**src/pcsb_params.svh**
```systemverilog
`ifndef PCSB_PARAMS_SVH
`define PCSB_PARAMS_SVH

// ==========================================================
// function counts and live-bit masks
`define PCSB_PF_NUM        4
`define PCSB_VF_NUM        8
`define PCSB_FN_NUM        12
`define PCSB_PF_LIVE_MASK  4'h3
`define PCSB_VF_LIVE_MASK  8'h3f

// ==========================================================
// local fault vector layout
`define PCSB_LERR_NUM          12
`define PCSB_LERR_DEPTH        8
`define PCSB_LERR_REPLAY_RAM   0
`define PCSB_LERR_REQ_RAM      1
`define PCSB_LERR_CPL_RAM      2
`define PCSB_LERR_RX_OVF       3
`define PCSB_LERR_CPL_OVF      4
`define PCSB_LERR_REPLAY_TO    5
`define PCSB_LERR_REPLAY_ROLL  6
`define PCSB_LERR_PHY          7
`define PCSB_LERR_MALFORMED    8
`define PCSB_LERR_UNEXP_CPL    9
`define PCSB_LERR_FC_PROTO     10
`define PCSB_LERR_CPL_TIMEOUT  11

// ==========================================================
// reset values
`define PCSB_STS_RST  12'h000

`endif

```
**src/pcsb_pkg.sv**
```systemverilog
// ==========================================================
// shared types
package pcsb_pkg;
	`include "pcsb_params.svh"

	// power-management state of the link side
	typedef enum logic {
		PCSB_PM_L0,
		PCSB_PM_L23_READY
	} pcsb_pm_e;

	// error message requests toward the link
	typedef struct packed {
		logic cor;
		logic uncor;
	} pcsb_errmsg_s;

	// link control toward the ltssm
	typedef struct packed {
		logic hold_quiet;
		logic link_to_l3;
	} pcsb_link_s;
endpackage : pcsb_pkg

```
**src/pcsb_fault_q.sv**
```systemverilog
`timescale 1ns/1ps
`include "pcsb_params.svh"

// ==========================================================
// local fault event queue, drained one entry per cycle
module pcsb_fault_q #(
	parameter int WIDTH = `PCSB_LERR_NUM,
	parameter int DEPTH = `PCSB_LERR_DEPTH
) (
	// clock and reset
	input  wire logic             mclk_i,
	input  wire logic             rst_i,
	input  wire logic             ce_i,
	// event side
	input  wire logic             push_i,
	input  wire logic [WIDTH-1:0] data_i,
	// report side
	output logic                  valid_o,
	output logic [WIDTH-1:0]      data_o,
	output logic                  drop_o
);
	localparam int AW = (DEPTH > 1) ? $clog2(DEPTH) : 1;
	localparam int CW = $clog2(DEPTH + 1);

	logic [WIDTH-1:0] mem_q [DEPTH];
	logic [AW-1:0]    wr_q, rd_q;
	logic [CW-1:0]    cnt_q;

	// ==========================================================
	// decode
	wire logic full  = (cnt_q == CW'(DEPTH));
	wire logic pop   = (cnt_q != '0);
	wire logic wr_en = push_i && (!full || pop);

	assign valid_o = pop;
	assign data_o  = mem_q[rd_q];
	assign drop_o  = push_i && full && !pop;

	// pointer wrap, shared by both pointers
	function automatic logic [AW-1:0] ptr_inc(input logic [AW-1:0] p);
		return (p == AW'(DEPTH - 1)) ? '0 : p + 1'b1;
	endfunction : ptr_inc

	// ==========================================================
	// storage; no reset on the array keeps it in plain ram
	always_ff @(posedge mclk_i) begin
		if (ce_i && wr_en) begin
			mem_q[wr_q] <= data_i;
		end
	end

	// pointers and fill count
	always_ff @(posedge mclk_i or posedge rst_i) begin
		if (rst_i) begin
			wr_q  <= '0;
			rd_q  <= '0;
			cnt_q <= '0;
		end else if (ce_i) begin
			if (wr_en) wr_q <= ptr_inc(wr_q);
			if (pop) rd_q <= ptr_inc(rd_q);
			cnt_q <= cnt_q + CW'(wr_en) - CW'(pop);
		end
	end
endmodule : pcsb_fault_q

```
**src/pcsb_top.sv**
```systemverilog
`timescale 1ns/1ps
`include "pcsb_params.svh"

// ==========================================================
// Overview of operation
// - correctable pulse flags all enabled live functions
// - uncorrectable pulse flags all enabled live functions
// - host function reset raises pf progress bit
// - pf progress holds until complete input
// - host vf reset raises vf progress bit
// - vf progress holds until vf complete
// - l23 request enters l23, link l3, sticky
// - request ignored in root complex mode
// - training gate low holds ltssm quiet
// - unmasked local fault drives fault output
// - eight back to back faults all reported
// - twelve fault conditions in fixed order
module pcsb_top #(
	parameter int PF_NUM    = `PCSB_PF_NUM,
	parameter int VF_NUM    = `PCSB_VF_NUM,
	parameter int LERR_DEPTH = `PCSB_LERR_DEPTH
) (
	// clock, reset, enable
	input  wire logic                     mclk_i,
	input  wire logic                     rst_i,
	input  wire logic                     ce_i,
	// configuration
	input  wire logic                     root_complex_i,
	input  wire logic [PF_NUM-1:0]        pf_enable_i,
	input  wire logic [VF_NUM-1:0]        vf_enable_i,
	input  wire pcsb_pkg::pcsb_errmsg_s   err_msg_en_i,
	// internal error reporting
	input  wire logic                     cor_err_i,
	input  wire logic                     uncor_err_i,
	input  wire logic [`PCSB_FN_NUM-1:0]  cor_sts_clr_i,
	input  wire logic [`PCSB_FN_NUM-1:0]  uncor_sts_clr_i,
	output logic [`PCSB_FN_NUM-1:0]       cor_sts_o,
	output logic [`PCSB_FN_NUM-1:0]       uncor_sts_o,
	output pcsb_pkg::pcsb_errmsg_s        err_msg_o,
	// physical function reset
	input  wire logic [PF_NUM-1:0]        pf_reset_req_i,
	input  wire logic [PF_NUM-1:0]        pf_reset_complete_i,
	output logic [PF_NUM-1:0]             pf_reset_in_progress_o,
	output logic [PF_NUM-1:0]             pf_cfg_access_en_o,
	// virtual function reset
	input  wire logic [VF_NUM-1:0]        vf_reset_req_i,
	input  wire logic [VF_NUM-1:0]        vf_reset_complete,
	output logic [VF_NUM-1:0]             vf_reset_in_progress,
	output logic [VF_NUM-1:0]             vf_cfg_access_en_o,
	// power and link
	input  wire logic                     l23_ready_entry_request,
	input  wire logic                     link_training_enable_i,
	output pcsb_pkg::pcsb_pm_e            pm_state_o,
	output pcsb_pkg::pcsb_link_s          link_ctrl_o,
	// local faults
	input  wire logic [`PCSB_LERR_NUM-1:0] local_fault_i,
	input  wire logic [`PCSB_LERR_NUM-1:0] local_int_mask_i,
	input  wire logic [`PCSB_LERR_NUM-1:0] local_sts_clr_i,
	output logic [`PCSB_LERR_NUM-1:0]      local_err_sts_o,
	output logic                           local_error_o,
	output logic [`PCSB_LERR_NUM-1:0]      local_error_code_o,
	output logic                           local_error_drop_o
);
	localparam int FN = `PCSB_FN_NUM;
	localparam int LN = `PCSB_LERR_NUM;

	// sticky status: a set in the clearing cycle wins
	function automatic logic [FN-1:0] sticky_next(input logic [FN-1:0] q,
	                                              input logic [FN-1:0] set,
	                                              input logic [FN-1:0] clr);
		return (q & ~clr) | set;
	endfunction : sticky_next

	// ==========================================================
	// internal error decode
	wire logic [PF_NUM-1:0] pf_live = pf_enable_i & PF_NUM'(`PCSB_PF_LIVE_MASK);
	wire logic [VF_NUM-1:0] vf_live = vf_enable_i & VF_NUM'(`PCSB_VF_LIVE_MASK);
	wire logic [FN-1:0]     fn_en   = FN'({vf_live, pf_live});
	wire logic [FN-1:0]     cor_set   = cor_err_i ? fn_en : '0;
	wire logic [FN-1:0]     uncor_set = uncor_err_i ? fn_en : '0;
	wire logic [FN-1:0]     cor_d     = sticky_next(cor_sts_o, cor_set, cor_sts_clr_i);
	wire logic [FN-1:0]     uncor_d   = sticky_next(uncor_sts_o, uncor_set, uncor_sts_clr_i);
	// error is not tied to a function, so one message covers all
	wire pcsb_pkg::pcsb_errmsg_s msg_d = '{
		cor:   cor_err_i && err_msg_en_i.cor && (|fn_en),
		uncor: uncor_err_i && err_msg_en_i.uncor && (|fn_en)
	};

	// aer internal error status and message strobes
	always_ff @(posedge mclk_i or posedge rst_i) begin
		if (rst_i) begin
			cor_sts_o   <= `PCSB_STS_RST;
			uncor_sts_o <= `PCSB_STS_RST;
			err_msg_o   <= '0;
		end else if (ce_i) begin
			cor_sts_o   <= cor_d;
			uncor_sts_o <= uncor_d;
			err_msg_o   <= msg_d;
		end
	end

	// ==========================================================
	// function level reset handshakes; reserved bits never rise
	wire logic [PF_NUM-1:0] pf_rip_d = ((pf_reset_in_progress_o & ~pf_reset_complete_i)
	                                   | pf_reset_req_i) & PF_NUM'(`PCSB_PF_LIVE_MASK);
	wire logic [VF_NUM-1:0] vf_rip_d = ((vf_reset_in_progress & ~vf_reset_complete)
	                                   | vf_reset_req_i) & VF_NUM'(`PCSB_VF_LIVE_MASK);

	// a new request in the completion cycle keeps the bit set
	always_ff @(posedge mclk_i or posedge rst_i) begin
		if (rst_i) begin
			pf_reset_in_progress_o <= '0;
			vf_reset_in_progress   <= '0;
			pf_cfg_access_en_o     <= '1;
			vf_cfg_access_en_o     <= '1;
		end else if (ce_i) begin
			pf_reset_in_progress_o <= pf_rip_d;
			vf_reset_in_progress   <= vf_rip_d;
			pf_cfg_access_en_o     <= ~pf_rip_d;
			vf_cfg_access_en_o     <= ~vf_rip_d;
		end
	end

	// ==========================================================
	// power state and link gate
	wire logic l23_go = l23_ready_entry_request && !root_complex_i;
	wire pcsb_pkg::pcsb_pm_e pm_d = l23_go ? pcsb_pkg::PCSB_PM_L23_READY : pm_state_o;

	// only a hard reset leaves l23 ready
	always_ff @(posedge mclk_i or posedge rst_i) begin
		if (rst_i) begin
			pm_state_o  <= pcsb_pkg::PCSB_PM_L0;
			link_ctrl_o <= '{hold_quiet: 1'b1, link_to_l3: 1'b0};
		end else if (ce_i) begin
			pm_state_o             <= pm_d;
			link_ctrl_o.link_to_l3 <= (pm_d == pcsb_pkg::PCSB_PM_L23_READY);
			link_ctrl_o.hold_quiet <= !link_training_enable_i;
		end
	end

	// ==========================================================
	// local fault status and event queue
	wire logic [LN-1:0] lerr_unmasked = local_fault_i & ~local_int_mask_i;
	wire logic [LN-1:0] lerr_sts_d    = sticky_next(local_err_sts_o, local_fault_i,
	                                                local_sts_clr_i);
	wire logic          q_valid;
	wire logic [LN-1:0] q_data;
	wire logic          q_drop;

	// queue spreads a burst over consecutive report cycles
	pcsb_fault_q #(
		.WIDTH (LN),
		.DEPTH (LERR_DEPTH)
	) u_fault_q (
		.mclk_i  (mclk_i),
		.rst_i   (rst_i),
		.ce_i    (ce_i),
		.push_i  (|lerr_unmasked),
		.data_i  (lerr_unmasked),
		.valid_o (q_valid),
		.data_o  (q_data),
		.drop_o  (q_drop)
	);

	// report register; the code names which conditions fired
	always_ff @(posedge mclk_i or posedge rst_i) begin
		if (rst_i) begin
			local_err_sts_o    <= `PCSB_STS_RST;
			local_error_o      <= 1'b0;
			local_error_code_o <= '0;
			local_error_drop_o <= 1'b0;
		end else if (ce_i) begin
			local_err_sts_o    <= lerr_sts_d;
			local_error_o      <= q_valid;
			local_error_code_o <= q_valid ? q_data : '0;
			local_error_drop_o <= q_drop;
		end
	end
endmodule : pcsb_top

```
**config.mk**
```make
export PLATFORM = sky130hd
export DESIGN_NAME = pcsb_top
export DESIGN_NICKNAME = d
export VERILOG_FILES = /design/src/pcsb_pkg.sv /design/src/pcsb_fault_q.sv /design/src/pcsb_top.sv
export VERILOG_INCLUDE_DIRS = /design/src
export SDC_FILE = /design/constraint.sdc
export NUM_CORES = 1
export LEC_CHECK = 0
export ABC_AREA = 1
export BUFFER_PORTS_ARGS = -buffer_cell sky130_fd_sc_hd__buf_2
export CAP_MARGIN = 30
export CORE_UTILIZATION = 50
export DETAILED_ROUTE_END_ITERATION = 10
export GPL_TIMING_DRIVEN = 0
export PLACE_DENSITY = 0.78
export SKIP_CTS_REPAIR_TIMING = 1
export SLEW_MARGIN = 5
export SYNTH_ARGS = -nofsm -noshare
export SYNTH_HDL_FRONTEND = slang
export SYNTH_SLANG_ARGS = --single-unit
```
**constraint.sdc**
```tcl
create_clock -name mclk_i -period 8.1 [get_ports mclk_i]
set_input_delay 1.62 -clock mclk_i [delete_from_list [all_inputs] [get_ports mclk_i]]
set_output_delay 1.62 -clock mclk_i [all_outputs]
set_load 0.05 [all_outputs]
```
==> results.md, run 1 <==
- Worst hold stages: 2
- Routed length per instance: 16.8 µm
- Critical setup path kind: in2reg
- Multi-input gate area: 2060 µm²
- CTS buffer count: 17
- Required time of the critical path: 8.23 ns
- Non-Filler Instances: 1077
- Initial antenna violation count: 0
- CP Max Fanout: 10
- First-pass GRT wire length: 27800 µm
- Starting Density: 51.1%
- DR iter-0 viols: 315
- Pin count of the biggest net entering global routing: 63
- CP endpoint kind: register
- H-tree Lvls: 4
- Min-delay src: local_error_code_o[8]$_DFFE_PP0P_
- Reg2Reg Launch Point: u_fault_q.cnt_q[2]$_DFFE_PP0P_
- Least-Margin Pin Slew: 0.972 ns
- Largest stage delay, worst path: 0.73 ns
- Post-synth top cells: nand2_1, edfxtp_1, nor2_1, o21ai_0, dfrtp_1
- GRT Residual Overflow: 0
- Reg2Reg Depth: 11
- Outcome: complete, no violations
- Setup-failing EPs final: 0
- Worst R2R Setup Slack: 5.55 ns
- Hold EP: local_error_code_o[8]$_DFFE_PP0P_
- Syn Area/Cell: 10.8 µm²
- HP Class: reg2reg
- Cells after Synth: 683
- Pwr/cell area: 334 nW/µm²
- Clk slew on worst S/H paths: 0.06 ns
- Setup_tns: 0 ns
- Number of cells on the critical path: 10
- Die Footprint: 15300 µm²
- Vias in the first global route: 5421
- FF/Latch Area: 4900 µm²
- Leakage: 4.22 nW
- RSZ-0062 raised after global routing: no
- Max clock buf depth: 2
- Fraction of layout cells with a size suffix above 1: 27.7%
- Final worst-path cycle share: 41.4%
- Final hold vios: 0
- Fillers: 1137
- Area growth syn-to-layout: 24.2%
- Yosys warnings: 0
- Register area share after synthesis: 66.2%
- Clock Skew: 0.00747 ns
- Die Span X: 124 µm
- Port bufs: 163
- Netlist Area Pre-Place: 7400 µm²
- Leading area contributor after synthesis: edfxtp_1
- Drt drc: 0
- Slowest-stage cell, CP: nor2_1
- Buffers and inverters on the worst path: 4
- Final Util: 63.5%
- CP delay by family, top: simple AND/OR/NAND/NOR gates
- Final net count: 997
- Maximum capacitance violations: 0
- Gpl congestion: 0.774
- Share of the synthesized area in the top cell type: 39.0%
- Sequence of cells on the critical path: buf_2 -> inv_1 -> nand2_1 -> nand2_1 -> nor2_1 -> nand3_1 -> nand3_2 -> buf_6 -> nor2_1 -> buf_4
- Drt via density: 5.20
- Router iterations before antenna repair: 5
- Post-DP HPWL: 12700 µm
- TritonCTS clock tree: yes
- Relative slew slack: 34.9%
- Final slew viol count: 0
- Dominant synthesized flop cell: edfxtp_1
- Synth top area cells: edfxtp_1, dfrtp_1, nand2_1
- Gr usage total: 25.1%
- Crit start category: input port
- Fin area: 9190 µm²
- Synth async-reset ratio: 45.5%
- Yosys reg bits: 176
- CP arrival: 3.49 ns
- Count leader, synth: nand2_1
- Worst skew pair latency: 0.43 ns
- Final hold slack: 0.475 ns
- Final min period: 3.36 ns
- Clock root buffer: clkbuf_16
- FMAX: 298 MHz
- Final wirelength: 18100 µm
- Post-synth EDFFs: 96
- Post-route ant nets: 0
- R2R Path End: u_fault_q.cnt_q[2]$_DFFE_PP0P_
- DP Area: 8570 µm²
- Core area: 14500 µm²
- Number of placed cells counting well taps: 1045
- Antenna Cells: 0
- Clk sinks: 176
- Max IR drop VDD: 185 µV
- Io pins: 185
- FP Rows: 44
- Die H: 124 µm
- Synth cell types: 32
- Vias: 5604
## how the worst max path moves through the flow
stage                                         end                 from
2_1_floorplan            cor_sts_o[0]$_DFFE_PP0P_                rst_i
6_report          u_fault_q.mem_q[7][8]$_DFFE_PP_  local_int_mask_i[9]
4_1_cts           u_fault_q.mem_q[7][8]$_DFFE_PP_  local_int_mask_i[9]
5_1_grt           u_fault_q.mem_q[7][8]$_DFFE_PP_  local_int_mask_i[9]
3_5_place_dp      u_fault_q.mem_q[7][8]$_DFFE_PP_  local_int_mask_i[9]
3_3_place_gp   local_error_code_o[11]$_DFFE_PP0P_                rst_i
## sequential cells by signal (all words and copies together), names as in the netlist
name and flops:
u_fault_q.mem_q 96, cor_sts_o 12, local_err_sts_o 12, local_error_code_o 12, uncor_sts_o 12, vf_cfg_access_en_o 6, vf_reset_in_progress 6, u_fault_q.cnt_q 4
u_fault_q.rd_q 3, u_fault_q.wr_q 3, err_msg_o 2, link_ctrl_o 2, pf_cfg_access_en_o 2, pf_reset_in_progress_o 2, local_error_drop_o 1, local_error_o 1
## power by group
part | switching [mW] | internal, mW
combinational | 0.722 | 0.305
sequential | 0.0834 | 1.10
clock | 0.339 | 0.514
## placed cells by master (no fill, tap or decap), types with 10 or more instances in the layout
cell type and n:
dfrtp_1 71, edfxtp_1 96, inv_1 59, o21ai_0 81, buf_4 18, clkbuf_16 17, a22o_1 12, nand3_1 24
ha_1 10, clkbuf_1 13, nor2_1 95, o211ai_1 24, nand2_1 115, buf_2 172
## logic make-up (layout without fill, tap and decap cells)
kind of cell	Yosys count	count (layout)	synth area share, %
flops	176	176	66.2
buf+inv	100	304	6.29
fa+ha+maj	11	11	1.96
xor+xnor	1	1	0.118
other cells	2	8	0.101
simple gates	248	248	13.8
compound gates	145	145	11.6
## layout make-up
class                           instances  share of cell area (%)
Sequential cell                       176                    53.3
Buffer                                 40                    2.61
Clock buffer                           17                    4.63
Clock inverter                         15                    2.10
Inverter                               60                    2.48
Multi-Input combinational cell        413                    22.4
Timing Repair Buffer                  172                    9.95
Tap cell                              184                    2.51
## metal layers
metal / vias to the layer above / GRT usage, % / wire length [µm]
li1: 2689 / - / -
met1: 2659 / 31.1 / 7240
met2: 233 / 42.4 / 9260
met3: 23 / 6.32 / 1320
met4: 0 / 8.96 / 263
met5: - / 0 / 0
## worst min-delay path, cell delays in order, from the launching register on
cell and delay [ns]:
dfrtp_1 0.34, nand2_1 0.05, nand2_1 0.05
## through the flow
step | setup slack, ns | power, mW
finish | 4.74 | 3.07
global route | 4.61 | 3.23
CTS | 4.77 | 3.08
detailed placement | 4.34 | 2.22
global placement | 3.44 | 2.17
floorplan | 4.44 | 1.91
Note: power is estimated with default switching activity, not from simulation.
==> run 2: changes to the inputs <==
--- a/config.mk
+++ b/config.mk
@@ -6,7 +6,7 @@
 export SDC_FILE = /design/constraint.sdc
 export NUM_CORES = 1
 export LEC_CHECK = 0
-export ABC_AREA = 1
+export ABC_AREA = 0
 export BUFFER_PORTS_ARGS = -buffer_cell sky130_fd_sc_hd__buf_2
 export CAP_MARGIN = 30
 export CORE_UTILIZATION = 50
==> constraint.sdc (replaced) <==
create_clock -name mclk_i -period 3.2 [get_ports mclk_i]
set_input_delay 0.64 -clock mclk_i [delete_from_list [all_inputs] [get_ports mclk_i]]
set_output_delay 0.64 -clock mclk_i [all_outputs]
set_load 0.05 [all_outputs]
==> run 2 against run 1 <==
  * Power rose by 150%
  * Via count fell by 16%
  * Area after synthesis fell by 1.3%
  * Worst hold slack got worse by 0.26 ns
  * Count of clock-buffer cells in the layout rose by 4
  * Worst setup slack got worse by 4.2 ns
  * Non-clock buffer count fell by 5
  * Register-to-register slack got worse by 4.8 ns
  * Largest power group unchanged
  * Clock skew rose by 0.00095 ns
==> results.md, run 2 <==
- Core area: 14000 µm²
- Dominant synthesized flop cell: edfxtp_1
- Cells after Synth: 471
- Netlist Area Pre-Place: 7300 µm²
- Final hold vios: 0
- Routed length per instance: 19.8 µm
- Die Footprint: 15100 µm²
- First-pass GRT wire length: 26500 µm
- Maximum capacitance violations: 0
- Register area share after synthesis: 67.0%
- Die Span X: 123 µm
- Seq pwr share: 39.4%
- Most frequent cells in the layout: buf_2, edfxtp_1, dfrtp_1
- Non-Filler Instances: 865
- P_sw: 2.57 mW
- Post-DP HPWL: 12600 µm
- Post-synth EDFFs: 96
- CP delay by family, top: simple AND/OR/NAND/NOR gates
- Least-Margin Pin Slew: 0.880 ns
- Largest Register: u_fault_q.mem_q
- Gr usage total: 24.6%
- Yosys warnings: 0
- Router iterations before antenna repair: 4
- Synth async-reset ratio: 45.5%
- Post-synth top cells: edfxtp_1, dfrtp_1, nand2_1, a22o_1, inv_1
- Setup slack after placement: 0.0619 ns
- Combinational share of power: 32.6%
- Clk slew on worst S/H paths: 0.07 ns
- Final min period: 2.69 ns
- Final slew viol count: 0
- Largest stage delay, worst path: 0.61 ns
- TritonCTS clock tree: yes
- Count leader, synth: edfxtp_1
- RSZ-0062 raised after global routing: no
- Reg2Reg Depth: 12
- HP Class: in2async
- CP endpoint kind: register
- Yosys reg bits: 176
- Post-route ant nets: 0
- Syn Area/Cell: 15.5 µm²
- Clock Skew: 0.00842 ns
- Number of cells on the critical path: 9
- Max IR drop VDD: 498 µV
- Area growth syn-to-layout: 25.5%
- Buffers and inverters on the worst path: 3
- Crit start category: input port
- Fraction of layout cells with a size suffix above 1: 43.7%
- Io pins: 185
- Synth top area cells: edfxtp_1, dfrtp_1, mux4_2
- FP Rows: 43
- Pin count of the biggest net entering global routing: 51
- Clock root buffer: clkbuf_16
- Pwr/cell area: 831 nW/µm²
- Starting Density: 52.0%
- Die H: 123 µm
- Sequence of cells on the critical path: buf_2 -> nor2b_1 -> nor4_2 -> nand3_2 -> nand2_4 -> inv_4 -> nand2_1 -> nor3_2 -> buf_6
- H-tree Lvls: 4
- Setup-failing EPs final: 0
- Gpl congestion: 0.852
- Clk sinks: 176
- Max reg flops: 96
- Final wirelength: 17200 µm
- Clock power frac: 28.0%
- Leading area contributor after synthesis: edfxtp_1
- Switching Share: 33.8%
- CP arrival: 2.82 ns
- Relative slew slack: 40.8%
- Outcome: complete, no violations
- Initial antenna violation count: 1
- FMAX: 372 MHz
- Drt drc: 0
- Vias: 4687
- CTS buffer count: 17
- Vias in the first global route: 4970
- Final WS setup: 0.513 ns
- Required time of the critical path: 3.34 ns
- Port bufs: 163
- Slowest-stage cell, CP: nor2b_1
- Total design power: 7.61 mW
- Internal: 5.04 mW
- DR iter-0 viols: 293
- Share of the synthesized area in the top cell type: 39.5%
- GRT Residual Overflow: 0
- CP Max Fanout: 9
- Worst skew pair latency: 0.43 ns
- Setup_tns: 0 ns
- Synth cell types: 41
- Final worst-path cycle share: 84.0%
- Critical setup path kind: in2reg
- Leakage: 4.02 nW
- Most common cell after layout, fill and taps aside: buf_2
- Number of placed cells counting well taps: 831
- Final net count: 788
- Max clock buf depth: 2
- Drt via density: 5.42
## run 2: cell types whose count changed after synthesis, moves of 25 or more
cell / delta
inv_1: -25
nor2_1: -92
o21ai_0: -75
nand2_1: -72
## run 2: path summary, 6_finish.rpt
kind / start / endpoint / slack, ns
max in group asynchronous: rst_i / pf_cfg_access_en_o[0]$_DFFE_PP1P_ / 2.35
worst min-delay path: rst_i / local_err_sts_o[2]$_DFFE_PP0P_ / 0.22
worst max-delay path: local_fault_i[6] / u_fault_q.mem_q[7][6]$_DFFE_PP_ / 0.51
worst min register to register: link_ctrl_o[1]$_DFFE_PP1P_ / link_ctrl_o[1]$_DFFE_PP1P_ / 0.47
min in group mclk_i: link_training_enable_i / link_ctrl_o[1]$_DFFE_PP1P_ / 0.35
worst max register to register: u_fault_q.cnt_q[2]$_DFFE_PP0P_ / u_fault_q.cnt_q[2]$_DFFE_PP0P_ / 0.71
## run 2: cells by family after synthesis
kind of cell,after synthesis,synth area share (%)
flops,176,67.0
simple gates,86,7.16
compound gates,78,7.86
buf+inv,68,4.64
mux,48,11.0
fa+ha+maj,11,1.99
other cells,2,0.103
xor+xnor,2,0.240
## run 2: metal layers
metal / wire (µm) / GRT usage, %
met1: 6530 / 30.1
met2: 9020 / 42.2
met3: 1230 / 5.11
met4: 370 / 10.7
met5: 0 / 0
## run 2: power groups by stage
stage,logic [mW],registers (mW),clock network [mW]
2_1_floorplan,1.29,3.53,0
4_1_cts,2.51,3.00,2.14
3_5_place_dp,2.50,3.04,0
6_report,2.48,3.00,2.13
5_1_grt,2.66,3.04,2.24
3_3_place_gp,2.34,3.02,0
## run 2: cell type report
cell class	count	area (µm²)
flip-flops and latches	176	4900
multi-input cells	233	2140
clock inverters	11	124
plain buffers	32	201
inverters	36	140
well taps	180	225
repair buffers	175	948
fillers	964	4870
diodes	1	2.50
clock buffers	21	493
## run 2: per-stage QoR
stage / cell area (µm²) / hold slack (ns) / utilization [%]
floorplan: 7330 / 0.514 / -
global placement: 8370 / 0.452 / 59.6
detailed placement: 8540 / 0.453 / 60.8
CTS: 9160 / 0.223 / 65.2
global route: 9170 / 0.240 / 65.3
finish: 9170 / 0.215 / 65.3
